File: src/core/srla_pkg.sv
/*
   constants for the serial rom autoload/access block: register map, field positions,
   reset values and clock divider counts.
   assumes a 200 MHz pclk and an apb master on the register side.
*/
// Behaviour
// RULE1: a 0 to 1 write of the start bit begins one access; command bit picks direction.
// RULE2: hardware clears the start bit when the access finishes.
// RULE3: error flag at bit 2 sets on a missing acknowledge, else stays zero.
// RULE4: completion flag at bit 3 reads one only after a successful autoload.
// RULE5: serial clock divides core clock by 4096, 2048, 1024 or 128 per field.
// RULE6: autoload runs when bit 6 is zero and is skipped when it is one; bit 6 resets to zero, so the autoload always starts.
// RULE7: fast bit set runs autoload 32 times faster; resets to one.
// RULE8: in-progress flag at bit 8 is one while autoload runs.
// RULE9: access uses the seven-bit word address at bits 15:9.
// RULE10: write cycles store the sixteen-bit data field at bits 31:16.
// RULE11: a read cycle places the fetched word into the data field.
// RULE12: two-wire link, device drives clock, missing byte acknowledge aborts and flags error.
package srla_pkg;
   localparam logic [11:0] CTRL_OFFSET = 12'h070;
   localparam logic [11:0] IRQ_STATUS_OFFSET = 12'h074;
   localparam logic [11:0] IRQ_MASK_OFFSET = 12'h078;
   localparam int START_BIT = 0;
   localparam int CMD_BIT = 1;
   localparam int ERR_BIT = 2;
   localparam int DONE_BIT = 3;
   localparam int DIV_LSB = 4;
   localparam int SKIP_BIT = 6;
   localparam int FAST_BIT = 7;
   localparam int BUSY_BIT = 8;
   localparam int ADDR_LSB = 9;
   localparam int DATA_LSB = 16;
   localparam logic [1:0] DIV_RESET = 2'h0;
   localparam logic FAST_RESET = 1'b1;
   // full serial clock periods in core cycles per divider code
   localparam int DIV_CODE0 = 4096;
   localparam int DIV_CODE1 = 2048;
   localparam int DIV_CODE2 = 1024;
   localparam int DIV_CODE3 = 128;
   localparam int FAST_FACTOR = 32;
   // interrupt bits: access done, access error, autoload done
   localparam int IRQ_ACC_BIT = 0;
   localparam int IRQ_ERR_BIT = 1;
   localparam int IRQ_LOAD_BIT = 2;
   localparam int IRQ_W = 3;
   localparam logic [6:0] DEV_ADDR = 7'h50;
   typedef enum logic [2:0] {OP_IDLE, OP_START, OP_BYTE, OP_ACK, OP_STOP} srla_bit_op_t;
endpackage

File: src/core/srla_top.sv
/*
   serial rom autoload and single-word access controller with apb register slave.
   assumes a 16-bit-word two-wire eeprom at a fixed device address, pins open drain.
*/
// Decided for this implementation: the APB slave port.
`timescale 1ns/1ps
module srla_top #(
   parameter int LOAD_WORDS = 128 // words read during autoload
) (
   input wire logic pclk, // core clock
   input wire logic presetn, // async reset, active low
   input wire logic psel, // apb select
   input wire logic penable, // apb enable
   input wire logic pwrite, // apb direction
   input wire logic [11:0] paddr, // apb byte address
   input wire logic [31:0] pwdata, // apb write data
   output logic [31:0] prdata, // apb read data
   output logic pready, // apb ready
   output logic pslverr, // apb error on unmapped address
   output logic irq, // level interrupt
   output logic load_we, // one-cycle pulse: autoloaded word valid
   output logic [6:0] load_addr, // autoloaded word address
   output logic [15:0] load_data, // autoloaded word
   output logic rom_scl_o, // scl output level, always 0
   output logic rom_scl_oe, // scl drive enable
   output logic rom_sda_o, // sda output level, always 0
   output logic rom_sda_oe, // sda drive enable
   input wire logic rom_scl_i, // scl pin
   input wire logic rom_sda_i // sda pin
);
   typedef enum logic [3:0] {S_IDLE, S_START, S_DEV, S_AHI, S_ALO, S_DHI, S_DLO, S_RSTART,
      S_RDEV, S_RHI, S_RLO, S_STOP} srla_state_t;

   logic start_reg, cmd_reg, err_reg, done_reg, skip_reg, fast_reg, busy_reg;
   logic [1:0] div_reg;
   logic [6:0] addr_reg;
   logic [15:0] data_reg;
   logic [2:0] irq_sts_reg, irq_msk_reg;
   logic loading_reg, pending_load_reg, fail_reg, access_reg;
   logic [6:0] load_ptr_reg;
   logic [7:0] hi_reg;
   srla_state_t st_reg;
   logic phy_valid, phy_read, phy_nack, phy_done, phy_ack, scl_oe_w, sda_oe_w;
   srla_pkg::srla_bit_op_t phy_op;
   logic [7:0] phy_data, phy_rd;
   logic [12:0] quarter;
   logic wr_en, rd_en, mapped;
   logic [6:0] cur_addr;
   logic finish, acc_evt, err_evt, load_evt;

   // quarter-bit count for the chosen divider, shortened for fast autoload
   function automatic logic [12:0] quarter_of(input logic [1:0] code, input logic fast);
      int d;
      d = (code == 2'h0) ? srla_pkg::DIV_CODE0 : (code == 2'h1) ? srla_pkg::DIV_CODE1 :
          (code == 2'h2) ? srla_pkg::DIV_CODE2 : srla_pkg::DIV_CODE3;
      if (fast) d = d / srla_pkg::FAST_FACTOR;
      return 13'(d / 4);
   endfunction

   assign quarter = quarter_of(div_reg, loading_reg && fast_reg); // [RULE5] [RULE7]
   assign wr_en = psel && penable && pwrite;
   assign rd_en = psel && !penable && !pwrite;
   assign mapped = (paddr == srla_pkg::CTRL_OFFSET) || (paddr == srla_pkg::IRQ_STATUS_OFFSET)
                   || (paddr == srla_pkg::IRQ_MASK_OFFSET);
   assign cur_addr = loading_reg ? load_ptr_reg : addr_reg;
   assign finish = phy_done && st_reg == S_STOP;

   srla_twi_phy u_phy (
      .pclk(pclk),
      .presetn(presetn),
      .quarter(quarter),
      .cmd_valid(phy_valid),
      .cmd_op(phy_op),
      .cmd_read(phy_read),
      .cmd_nack(phy_nack),
      .cmd_data(phy_data),
      .cmd_done(phy_done),
      .rd_data(phy_rd),
      .ack_ok(phy_ack),
      .scl_oe(scl_oe_w),
      .sda_oe(sda_oe_w),
      .scl_in(rom_scl_i),
      .sda_in(rom_sda_i)
   );

   // phy request for each sequence state
   always_comb begin
      phy_op = srla_pkg::OP_BYTE;
      phy_read = 1'b0;
      phy_nack = 1'b0;
      phy_data = 8'h00;
      unique case (st_reg)
         S_START, S_RSTART: phy_op = srla_pkg::OP_START;
         S_STOP: phy_op = srla_pkg::OP_STOP;
         S_DEV: phy_data = {srla_pkg::DEV_ADDR, 1'b0};
         S_RDEV: phy_data = {srla_pkg::DEV_ADDR, 1'b1};
         S_AHI: phy_data = 8'h00;
         S_ALO: phy_data = {1'b0, cur_addr}; // [RULE9]
         S_DHI: phy_data = data_reg[15:8]; // [RULE10]
         S_DLO: phy_data = data_reg[7:0];
         S_RHI: phy_read = 1'b1;
         S_RLO: begin phy_read = 1'b1; phy_nack = 1'b1; end
         default: phy_op = srla_pkg::OP_IDLE;
      endcase
   end

   // sequence: address phase, then write data or repeated start and two read bytes
   always_ff @(posedge pclk or negedge presetn) begin
      if (!presetn) begin
         st_reg <= S_IDLE;
         phy_valid <= 1'b0;
         fail_reg <= 1'b0;
      end else begin
         phy_valid <= 1'b0;
         if (st_reg == S_IDLE) begin
            if (pending_load_reg || (start_reg && !access_reg)) begin
               st_reg <= S_START;
               phy_valid <= 1'b1;
               fail_reg <= 1'b0;
            end
         end else if (phy_done) begin
            phy_valid <= st_reg != S_STOP;
            if (st_reg == S_STOP) st_reg <= S_IDLE;
            else if ((st_reg == S_DEV || st_reg == S_AHI || st_reg == S_ALO || st_reg == S_DHI
                      || st_reg == S_DLO || st_reg == S_RDEV) && !phy_ack) begin
               fail_reg <= 1'b1; // [RULE12] abort on missing acknowledge
               st_reg <= S_STOP;
            end else begin
               unique case (st_reg)
                  S_START: st_reg <= S_DEV;
                  S_DEV: st_reg <= S_AHI;
                  S_AHI: st_reg <= S_ALO;
                  S_ALO: st_reg <= (cmd_reg && !loading_reg) ? S_DHI : S_RSTART; // [RULE1]
                  S_DHI: st_reg <= S_DLO;
                  S_DLO: st_reg <= S_STOP;
                  S_RSTART: st_reg <= S_RDEV;
                  S_RDEV: st_reg <= S_RHI;
                  S_RHI: st_reg <= S_RLO;
                  default: st_reg <= S_STOP;
               endcase
            end
         end
      end
   end

   // autoload control: runs once after reset; the skip bit resets to zero, so a later one can only cut it short
   always_ff @(posedge pclk or negedge presetn) begin
      if (!presetn) begin
         pending_load_reg <= 1'b1;
         loading_reg <= 1'b0;
         load_ptr_reg <= 7'h00;
         done_reg <= 1'b0;
         busy_reg <= 1'b0;
         load_evt <= 1'b0;
      end else begin
         load_evt <= 1'b0;
         if (pending_load_reg && skip_reg) pending_load_reg <= 1'b0; // [RULE6]
         else if (pending_load_reg && st_reg == S_IDLE) begin
            pending_load_reg <= 1'b0;
            loading_reg <= 1'b1;
            busy_reg <= 1'b1; // [RULE8]
         end else if (loading_reg && finish) begin
            if (fail_reg || load_ptr_reg == 7'(LOAD_WORDS - 1)) begin
               loading_reg <= 1'b0;
               busy_reg <= 1'b0; // [RULE8]
               done_reg <= !fail_reg; // [RULE4]
               load_evt <= 1'b1;
            end else begin
               load_ptr_reg <= load_ptr_reg + 7'h01;
               pending_load_reg <= 1'b1;
               loading_reg <= 1'b0;
            end
         end
      end
   end

   // autoloaded words go out as one-cycle strobes; high byte held apart so the data field is untouched
   always_ff @(posedge pclk or negedge presetn) begin
      if (!presetn) begin
         load_we <= 1'b0;
         load_addr <= 7'h00;
         load_data <= 16'h0000;
         hi_reg <= 8'h00;
      end else begin
         load_we <= 1'b0;
         if (phy_done && st_reg == S_RHI) hi_reg <= phy_rd;
         if (loading_reg && phy_done && st_reg == S_RLO) begin
            load_we <= 1'b1;
            load_addr <= load_ptr_reg;
            load_data <= {hi_reg, phy_rd};
         end
      end
   end

   // control/status register; hardware writes win over software on the same edge
   always_ff @(posedge pclk or negedge presetn) begin
      if (!presetn) begin
         start_reg <= 1'b0;
         cmd_reg <= 1'b0;
         err_reg <= 1'b0;
         div_reg <= srla_pkg::DIV_RESET;
         skip_reg <= 1'b0;
         fast_reg <= srla_pkg::FAST_RESET;
         addr_reg <= 7'h00;
         data_reg <= 16'h0000;
         access_reg <= 1'b0;
         acc_evt <= 1'b0;
         err_evt <= 1'b0;
      end else begin
         acc_evt <= 1'b0;
         err_evt <= 1'b0;
         if (wr_en && paddr == srla_pkg::CTRL_OFFSET) begin
            start_reg <= pwdata[srla_pkg::START_BIT] && !start_reg ? 1'b1 : start_reg; // [RULE1]
            cmd_reg <= pwdata[srla_pkg::CMD_BIT];
            div_reg <= pwdata[srla_pkg::DIV_LSB +: 2];
            skip_reg <= pwdata[srla_pkg::SKIP_BIT];
            fast_reg <= pwdata[srla_pkg::FAST_BIT];
            addr_reg <= pwdata[srla_pkg::ADDR_LSB +: 7];
            data_reg <= pwdata[srla_pkg::DATA_LSB +: 16];
         end
         if (st_reg == S_IDLE && start_reg && !pending_load_reg && !access_reg) begin
            access_reg <= 1'b1;
            err_reg <= 1'b0;
         end
         if (access_reg && phy_done && st_reg == S_RLO) data_reg <= {hi_reg, phy_rd}; // [RULE11]
         if (finish && loading_reg && fail_reg) err_reg <= 1'b1; // [RULE3]
         if (finish && access_reg) begin
            access_reg <= 1'b0;
            start_reg <= 1'b0; // [RULE2]
            err_reg <= fail_reg; // [RULE3]
            acc_evt <= 1'b1;
            err_evt <= fail_reg;
         end
      end
   end

   // sticky interrupt status, write one to clear; a new event beats the clear
   always_ff @(posedge pclk or negedge presetn) begin
      if (!presetn) begin
         irq_sts_reg <= 3'h0;
         irq_msk_reg <= 3'h0;
         irq <= 1'b0;
      end else begin
         if (wr_en && paddr == srla_pkg::IRQ_MASK_OFFSET) irq_msk_reg <= pwdata[2:0];
         irq_sts_reg <= (irq_sts_reg & ~((wr_en && paddr == srla_pkg::IRQ_STATUS_OFFSET) ?
            pwdata[2:0] : 3'h0)) | {load_evt, err_evt, acc_evt};
         irq <= |(irq_sts_reg & irq_msk_reg);
      end
   end

   // apb answer: two cycles, read data latched in setup
   always_ff @(posedge pclk or negedge presetn) begin
      if (!presetn) begin
         prdata <= 32'h0000_0000;
         pready <= 1'b0;
         pslverr <= 1'b0;
      end else begin
         pready <= psel && !penable;
         pslverr <= psel && !penable && !mapped;
         if (rd_en) begin
            unique case (paddr)
               srla_pkg::CTRL_OFFSET: prdata <= {data_reg, addr_reg, busy_reg, fast_reg, skip_reg,
                  div_reg, done_reg, err_reg, cmd_reg, start_reg};
               srla_pkg::IRQ_STATUS_OFFSET: prdata <= {29'h0, irq_sts_reg};
               srla_pkg::IRQ_MASK_OFFSET: prdata <= {29'h0, irq_msk_reg};
               default: prdata <= 32'h0000_0000;
            endcase
         end
      end
   end

   // open-drain pins: output level fixed low, enables registered in the phy
   always_ff @(posedge pclk or negedge presetn) begin
      if (!presetn) begin
         rom_scl_o <= 1'b0;
         rom_sda_o <= 1'b0;
         rom_scl_oe <= 1'b0;
         rom_sda_oe <= 1'b0;
      end else begin
         rom_scl_o <= 1'b0;
         rom_sda_o <= 1'b0;
         rom_scl_oe <= scl_oe_w;
         rom_sda_oe <= sda_oe_w;
      end
   end
endmodule // srla_top

File: src/core/srla_twi_phy.sv
/*
   two-wire byte engine: start, byte out with ack sample, byte in with master ack, stop.
   assumes sda/scl open drain with external pull-ups; inputs synchronised here.
*/
`timescale 1ns/1ps
module srla_twi_phy (
   input wire logic pclk, // core clock
   input wire logic presetn, // async reset, active low
   input wire logic [12:0] quarter, // core cycles per quarter serial bit
   input wire logic cmd_valid, // one-cycle request
   input wire srla_pkg::srla_bit_op_t cmd_op, // start, byte, stop
   input wire logic cmd_read, // byte is read, master drives ack bit
   input wire logic cmd_nack, // master sends nack after read byte
   input wire logic [7:0] cmd_data, // byte to send
   output logic cmd_done, // one-cycle completion
   output logic [7:0] rd_data, // byte received
   output logic ack_ok, // slave acknowledged last written byte
   output logic scl_oe, // pull scl low
   output logic sda_oe, // pull sda low
   input wire logic scl_in, // scl pin level
   input wire logic sda_in // sda pin level
);
   logic [1:0] sda_sync_reg;
   logic [1:0] scl_sync_reg;
   logic [12:0] tick_reg;
   logic [1:0] phase_reg;
   logic [3:0] bit_reg;
   logic [7:0] sh_reg;
   srla_pkg::srla_bit_op_t op_reg;
   logic rd_reg;
   logic nack_reg;
   logic step;

   // two-flop synchronisers; scl kept for completeness of pin sampling
   always_ff @(posedge pclk or negedge presetn) begin
      if (!presetn) begin
         sda_sync_reg <= 2'h3;
         scl_sync_reg <= 2'h3;
      end else begin
         sda_sync_reg <= {sda_sync_reg[0], sda_in};
         scl_sync_reg <= {scl_sync_reg[0], scl_in};
      end
   end

   assign step = (tick_reg == 13'h0000) && (op_reg != srla_pkg::OP_IDLE);

   // quarter-bit timebase
   always_ff @(posedge pclk or negedge presetn) begin
      if (!presetn) tick_reg <= 13'h0000;
      else if (cmd_valid || tick_reg == 13'h0000) tick_reg <= quarter - 13'h0001;
      else tick_reg <= tick_reg - 13'h0001;
   end

   // bit sequencer: each bit is four quarters, scl high in quarters 1 and 2
   always_ff @(posedge pclk or negedge presetn) begin
      if (!presetn) begin
         op_reg <= srla_pkg::OP_IDLE;
         phase_reg <= 2'h0;
         bit_reg <= 4'h0;
         sh_reg <= 8'h00;
         rd_reg <= 1'b0;
         nack_reg <= 1'b0;
         cmd_done <= 1'b0;
         rd_data <= 8'h00;
         ack_ok <= 1'b0;
         scl_oe <= 1'b0;
         sda_oe <= 1'b0;
      end else begin
         cmd_done <= 1'b0;
         if (cmd_valid) begin
            op_reg <= cmd_op;
            phase_reg <= 2'h0;
            bit_reg <= 4'h0;
            sh_reg <= cmd_read ? 8'hFF : cmd_data;
            rd_reg <= cmd_read;
            nack_reg <= cmd_nack;
         end else if (step) begin
            phase_reg <= phase_reg + 2'h1;
            unique case (op_reg)
               srla_pkg::OP_START: begin
                  // sda falls while scl high, then scl falls
                  unique case (phase_reg)
                     2'h0: begin sda_oe <= 1'b0; scl_oe <= 1'b0; end
                     2'h1: sda_oe <= 1'b1;
                     2'h2: scl_oe <= 1'b1;
                     2'h3: begin op_reg <= srla_pkg::OP_IDLE; cmd_done <= 1'b1; end
                  endcase
               end
               srla_pkg::OP_STOP: begin
                  unique case (phase_reg)
                     2'h0: begin sda_oe <= 1'b1; scl_oe <= 1'b1; end
                     2'h1: scl_oe <= 1'b0;
                     2'h2: sda_oe <= 1'b0;
                     2'h3: begin op_reg <= srla_pkg::OP_IDLE; cmd_done <= 1'b1; end
                  endcase
               end
               default: begin
                  // nine bits: eight data then the acknowledge slot
                  unique case (phase_reg)
                     2'h0: begin
                        scl_oe <= 1'b1;
                        if (bit_reg == 4'h8) sda_oe <= rd_reg ? !nack_reg : 1'b0;
                        else sda_oe <= rd_reg ? 1'b0 : !sh_reg[7];
                     end
                     2'h1: scl_oe <= 1'b0;
                     2'h2: begin
                        if (bit_reg == 4'h8) ack_ok <= rd_reg || !sda_sync_reg[1]; // [RULE12]
                        else sh_reg <= {sh_reg[6:0], sda_sync_reg[1]};
                     end
                     2'h3: begin
                        scl_oe <= 1'b1;
                        bit_reg <= bit_reg + 4'h1;
                        if (bit_reg == 4'h8) begin
                           op_reg <= srla_pkg::OP_IDLE;
                           cmd_done <= 1'b1;
                           rd_data <= sh_reg;
                        end
                     end
                  endcase
               end
            endcase
         end
      end
   end
endmodule // srla_twi_phy

File: config.mk
export PLATFORM = sky130hd
export DESIGN_NAME = srla_top
export DESIGN_NICKNAME = d
export VERILOG_FILES = /design/src/core/srla_pkg.sv /design/src/core/srla_top.sv /design/src/core/srla_twi_phy.sv
export SDC_FILE = /design/constraint.sdc
export NUM_CORES = 1
export LEC_CHECK = 0
export BUFFER_PORTS_ARGS = -buffer_cell sky130_fd_sc_hd__buf_2
export CAP_MARGIN = 20
export CORE_ASPECT_RATIO = 0.7
export CORE_MARGIN = 3
export CORE_UTILIZATION = 40
export CTS_CLUSTER_SIZE = 25
export DETAILED_ROUTE_END_ITERATION = 6
export GPL_ROUTABILITY_DRIVEN = 0
export PLACE_DENSITY = 0.58
export SETUP_SLACK_MARGIN = 0.1
export SLEW_MARGIN = 25
export SYNTH_ARGS = -nofsm -noshare
export SYNTH_HDL_FRONTEND = slang
export SYNTH_HIERARCHICAL = 1
export SYNTH_SLANG_ARGS = --single-unit
File: constraint.sdc
create_clock -name pclk -period 3.7 [get_ports pclk]
set_input_delay 0.74 -clock pclk [delete_from_list [all_inputs] [get_ports pclk]]
set_output_delay 0.74 -clock pclk [all_outputs]
set_load 0.03 [all_outputs]
## Yosys cells after proc, flatten, opt, wreduce, memory -nomap -nowiden

Cells that the tools add are included.
Widths: inputs -> output; s select.

| operators by class | value |
|---|---|
| add/subtract/negate cells | 7 |
| bitwise gates (word level) | 11 |
| reductions and logical operators | 95 |
| equal/unequal tests | 33 |
| mux-type cells | 88 |

Operators by type and width:

| cell | count |
|---|---|
| $pmux 32 s3 | 1 |
| $mux 8 | 6 |
| $mux 1 | 44 |
| $pmux 8 s5 | 1 |
| $eq 12x7->1 const B | 3 |
| $mux 4 | 9 |
| $add 32x1->32 | 1 |
| $mux 16 | 2 |
| $mux 32 | 1 |
| $pmux 4 s8 | 1 |
| $logic_and 1x1->1 | 28 |
| $mux 13 | 2 |
| $sub 13x1->13 const B | 2 |
| $reduce_bool 2->1 | 11 |
| $mux 3 | 7 |
| $eq 4x4->1 const B | 5 |
| $reduce_and 5->1 | 4 |
| $eq 4x3->1 const B | 4 |
| $reduce_and 4->1 | 4 |
| $ne 3x3->1 const B | 5 |
| $reduce_bool 3->1 | 5 |
| $pmux 1 s2 | 7 |
| $add 13x1->13 | 1 |
| $logic_not 13->1 | 1 |
| other kinds (35) | 79 |

| storage, ports and cells | value |
|---|---|
| flip-flop bits (word level) | 172 |
| logic and storage cells | 279 |
| output and inout port bits | 63 |
| input bits | 51 |

## Logic depth before layout (Yosys ltp)

| depth | value |
|---|---|
| word-level depth | 13 |
| depth in mapped cells | 11 |
| gate-level depth less buffers | 9 |

## Hierarchy

The synthesis kept the hierarchy.

By module, submodules not included:

| module | seq. area each (sq um) | instances | area an instance (sq um) | cells an instance |
|---|---|---|---|---|
| srla_top | 3,155.5 | 1 | 5,669.2 | 468 |
| srla_twi_phy | 1,153.6 | 1 | 2,558.7 | 237 |

## Least setup slack after synthesis

Ideal clock, no wire load.

| timing | value |
|---|---|
| path kind | register to register |
| start | reg u_phy.tick_reg[3] |
| end | reg u_phy.tick_reg[12] |
| library setup time | 0.129 ns |
| arrival time | 2.747 ns |
| setup slack | 0.825 ns |
| cell stages (with the launch flop) | 11 |
| data required time | 3.571 ns |
| clock period less this slack | 2.875 ns |
| path buffers | 1 |
| path through | dfrtp_1 > nor4_4 > a41oi_2 > clkbuf_1 > mux2i_1 > ha_1 > nor3b_1 > nand2_1 > a211oi_2 > nand3_1 > xor2_1 |

| on the way | value |
|---|---|
| longest elaborated chain between the ends | 3 |
| elaborated cells on any way between the ends | 4 |
| those cells by class | 1 x add/sub; 1 x mux; 2 x reduce/logical |

Ends and longest elaborated chain:

| what | RTL line | source |
|---|---|---|
| from (decl) | srla_twi_phy.sv:25 | `logic [12:0] tick_reg;` |
| from (signal assigned) | srla_twi_phy.sv:50 | `else if (cmd_valid \|\| tick_reg == 13'h0000) tick_reg <= quarter - 13'h0001;` |
| from (signal assigned) | srla_twi_phy.sv:51 | `else tick_reg <= tick_reg - 13'h0001;` |
| parallel branches: the longest is 2 deep, another holds $sub 13x1->13 | - |  |
| $mux 13 * | srla_twi_phy.sv:50 |  |

Every way passes the cells marked *.
A chain may end at the register's enable or synchronous reset.

## Final worst setup path

Same ends and word-level chain as after synthesis.

==> impl_results.md <==
* Placed inst area at 9030 µm²
* Placed Cells at 1067
* Hold_buf cts at 0
* Total die area at 22400 µm²
* ANT nets after route at 0
* Design area at 9620 µm²
* Initial core utilization at 0.411
* Synth warnings at 6
* Global-route wire length before repair at 32100 µm
* Post-synth top flop: dfrtp_1
* Antenna cells at 0
* Starting DRC count in detailed routing at 495
* Outcome: finished, final reports clean
* Router iterations before antenna repair at 6
* Sink Count at 172
* Hold crit path type: reg -> reg
* Ys async rst share at 1.00
* Final Setup Violations at 0
* Setup TNS at 0 ns
* Nets at 875
* Resize count post-CTS at 0
* Critical path class: reg -> reg
* Fin util at 0.481
* Area Overhead vs Synth at 17.0%
* Clock Latency Late Sink at 0.43 ns
* Via count at 5900
* Leak at 4.64 nW
* Max clock buf depth at 2
* Residual DRC at 0
* H-tree levels at 4
* Seq/Total Area, Yosys at 0.524
* Grt total ovfl at 0
* Post-CTS Setup Bufs at 0
* RR Startpoint: u_phy/tick_reg[3]$_DFF_PN0_
* R2R depth at 9
* VDD IR max at 0.000294 V
* Worst-Margin Slew at 0.867 ns
* Max Clock Skew at 0.0101 ns
* Min-Delay Path Depth at 0
* Post-DP HPWL at 13900 µm
* Die Y-Extent at 126 µm
* PortBufs at 108
* Count of state elements after synthesis at 172
* Fin crit share at 0.819
* Vias in the first global route at 5940
* R2R setup slack at 0.67 ns
* Endpoints failing hold at 0
* Core area at 20000 µm²
* Total CTS buffers at 17
* Synth unique cells at 76
* CP startpoint kind: flop
* Clock Pin Slew Worst Setup and Hold Paths at 0.07 ns
* Min Tclk post-route at 3.03 ns
* Max cap viols at 0
* Total Power at 0.00404 W
* Pwr Density at 420 nW/µm²
* Final Non-Filler Cells at 1099
* Layout cells sized above 1 at 0.293
* Slew Limit Fails at 0
* Achievable frequency at 0.330 GHz
* CP endpoint kind: flop
* Root buffer cell: clkbuf_16
* Routed wire per std cell at 18.1 µm
* EDFF count, synth at 0
* Cell count after synthesis at 705
* Row Count at 43
* Syn_area_per_cell at 11.7 µm²
* CP Data Required Time at 4.00 ns
* Max reg flops at 32
* Fill count at 1815
* CTS tree: built
* Arrival time worst endpoint at 3.33 ns
* DIE WIDTH at 177 µm
* R2R Path End: u_phy/tick_reg[12]$_DFF_PN0_
* Hold path start: u_phy/sda_sync_reg[0]$_DFF_PN1_
* Antenna violations before repair at 2
* GRT Overall Usage at 0.181
* DR vias/cell at 5.37
* I/O Pins at 114
* WL final at 19900 µm
* Unrepaired setup endpoints after global routing: no
* Pin count of the biggest net entering global routing at 96
* Crit path max fanout at 7
* Worst min-delay path endpoint: u_phy/sda_sync_reg[1]$_DFF_PN1_
* Worst slew margin at 0.422
* Post-synth design cell area at 8230 µm²
## metal layers
layer / vias up / global-route usage / wire length, µm
li1: 2771 / - / -
met1: 2960 / 0.269 / 9890
met2: 145 / 0.268 / 8920
met3: 20 / 0.0407 / 887
met4: 4 / 0.0517 / 174
met5: - / 0 / 21
## worst max-delay path: stages, from the launching register on
cell	delay, ns
dfrtp_1	0.42
nor4_4	0.47
a41oi_2	0.31
mux2i_1	0.28
ha_1	0.24
nor3b_1	0.39
nand2_1	0.14
a211oi_2	0.32
nand3_1	0.13
xor2_1	0.19
## logic make-up after synthesis
logic type	after synthesis	share of synthesized area
mux	103	0.139
compound gates	155	0.132
flops	172	0.524
xor+xnor	19	0.0202
buf+inv	59	0.0368
simple gates	188	0.135
fa+ha+maj	8	0.0122
other cells	1	0.000456
## metrics by stage
step	hold WS [ns]	setup slack, ns
after floorplan	0.345	0.825
after global placement	0.347	0.845
after CTS	0.357	0.651
final	0.357	0.669
after global routing	0.363	0.434
after detailed placement	0.348	0.668
## how the worst max path moves through the flow
| stage | from | end | slack, ns | cells after the start |
|---|---|---|---|---|
| 2_1_floorplan | u_phy/tick_reg[3]$_DFF_PN0_ | u_phy/tick_reg[12]$_DFF_PN0_ | 0.82 | 10 |
| 3_3_place_gp | u_phy/tick_reg[3]$_DFF_PN0_ | u_phy/tick_reg[12]$_DFF_PN0_ | 0.84 | 9 |
| 3_5_place_dp | u_phy/tick_reg[3]$_DFF_PN0_ | u_phy/tick_reg[12]$_DFF_PN0_ | 0.67 | 9 |
| 4_1_cts | u_phy/tick_reg[3]$_DFF_PN0_ | u_phy/tick_reg[12]$_DFF_PN0_ | 0.65 | 9 |
| 5_1_grt | u_phy/tick_reg[3]$_DFF_PN0_ | u_phy/tick_reg[12]$_DFF_PN0_ | 0.43 | 9 |
| 6_report | u_phy/tick_reg[3]$_DFF_PN0_ | u_phy/tick_reg[12]$_DFF_PN0_ | 0.67 | 9 |
## where the power goes
part	switching [W]	internal, W
clock	0.000768	0.00104
sequential	0.0000562	0.00193
combinational	0.000144	0.0000949
## final cells by class
class	count	area (µm²)	share of cell area
clock buffers	21	460	0.0478
clock inverters	11	135	0.0140
inverters	18	67.6	0.00702
multi-input cells	487	3660	0.381
flip-flops and latches	172	4310	0.448
well taps	270	338	0.0351
repair buffers	120	649	0.0675
## Yosys cell counts (4+ instances only)
library cell	n	area share
xnor2_1	8	0.0085
ha_1	8	0.012
xor2_1	11	0.012
mux2i_1	33	0.040
buf_4	5	0.0046
mux2_4	7	0.013
a21o_1	5	0.0046
o22ai_1	8	0.0061
nor3_1	17	0.010
clkbuf_1	22	0.010
buf_6	6	0.0082
and3_1	8	0.0061
dfrtp_1	168	0.51
o22a_1	8	0.0085
nor2_1	43	0.020
a31oi_1	4	0.0030
mux2_2	63	0.086
inv_1	18	0.0082
a21oi_1	41	0.025
dfstp_2	4	0.013
nand2_1	29	0.013
nor2b_1	14	0.011
buf_2	4	0.0024
nand2b_1	16	0.012
and4b_1	4	0.0049
a22o_1	33	0.035
nor3b_1	4	0.0036
nand3_1	15	0.0091
o21ai_0	20	0.012
nand3b_1	4	0.0036
## layout by cell type (no fill, tap or decap), types with 11 or more instances in the layout
cell type	n
nand2b_1	16
nand3_1	15
mux2_2	63
a21oi_1	41
clkbuf_16	17
buf_2	107
buf_4	11
xor2_1	11
o21ai_0	20
dfrtp_1	168
conb_1	14
nor3_1	17
a22o_1	33
mux2i_1	33
nand2_1	29
inv_1	18
nor2b_1	14
nor2_1	43
No activity file was read; power rests on OpenSTA's default activity.
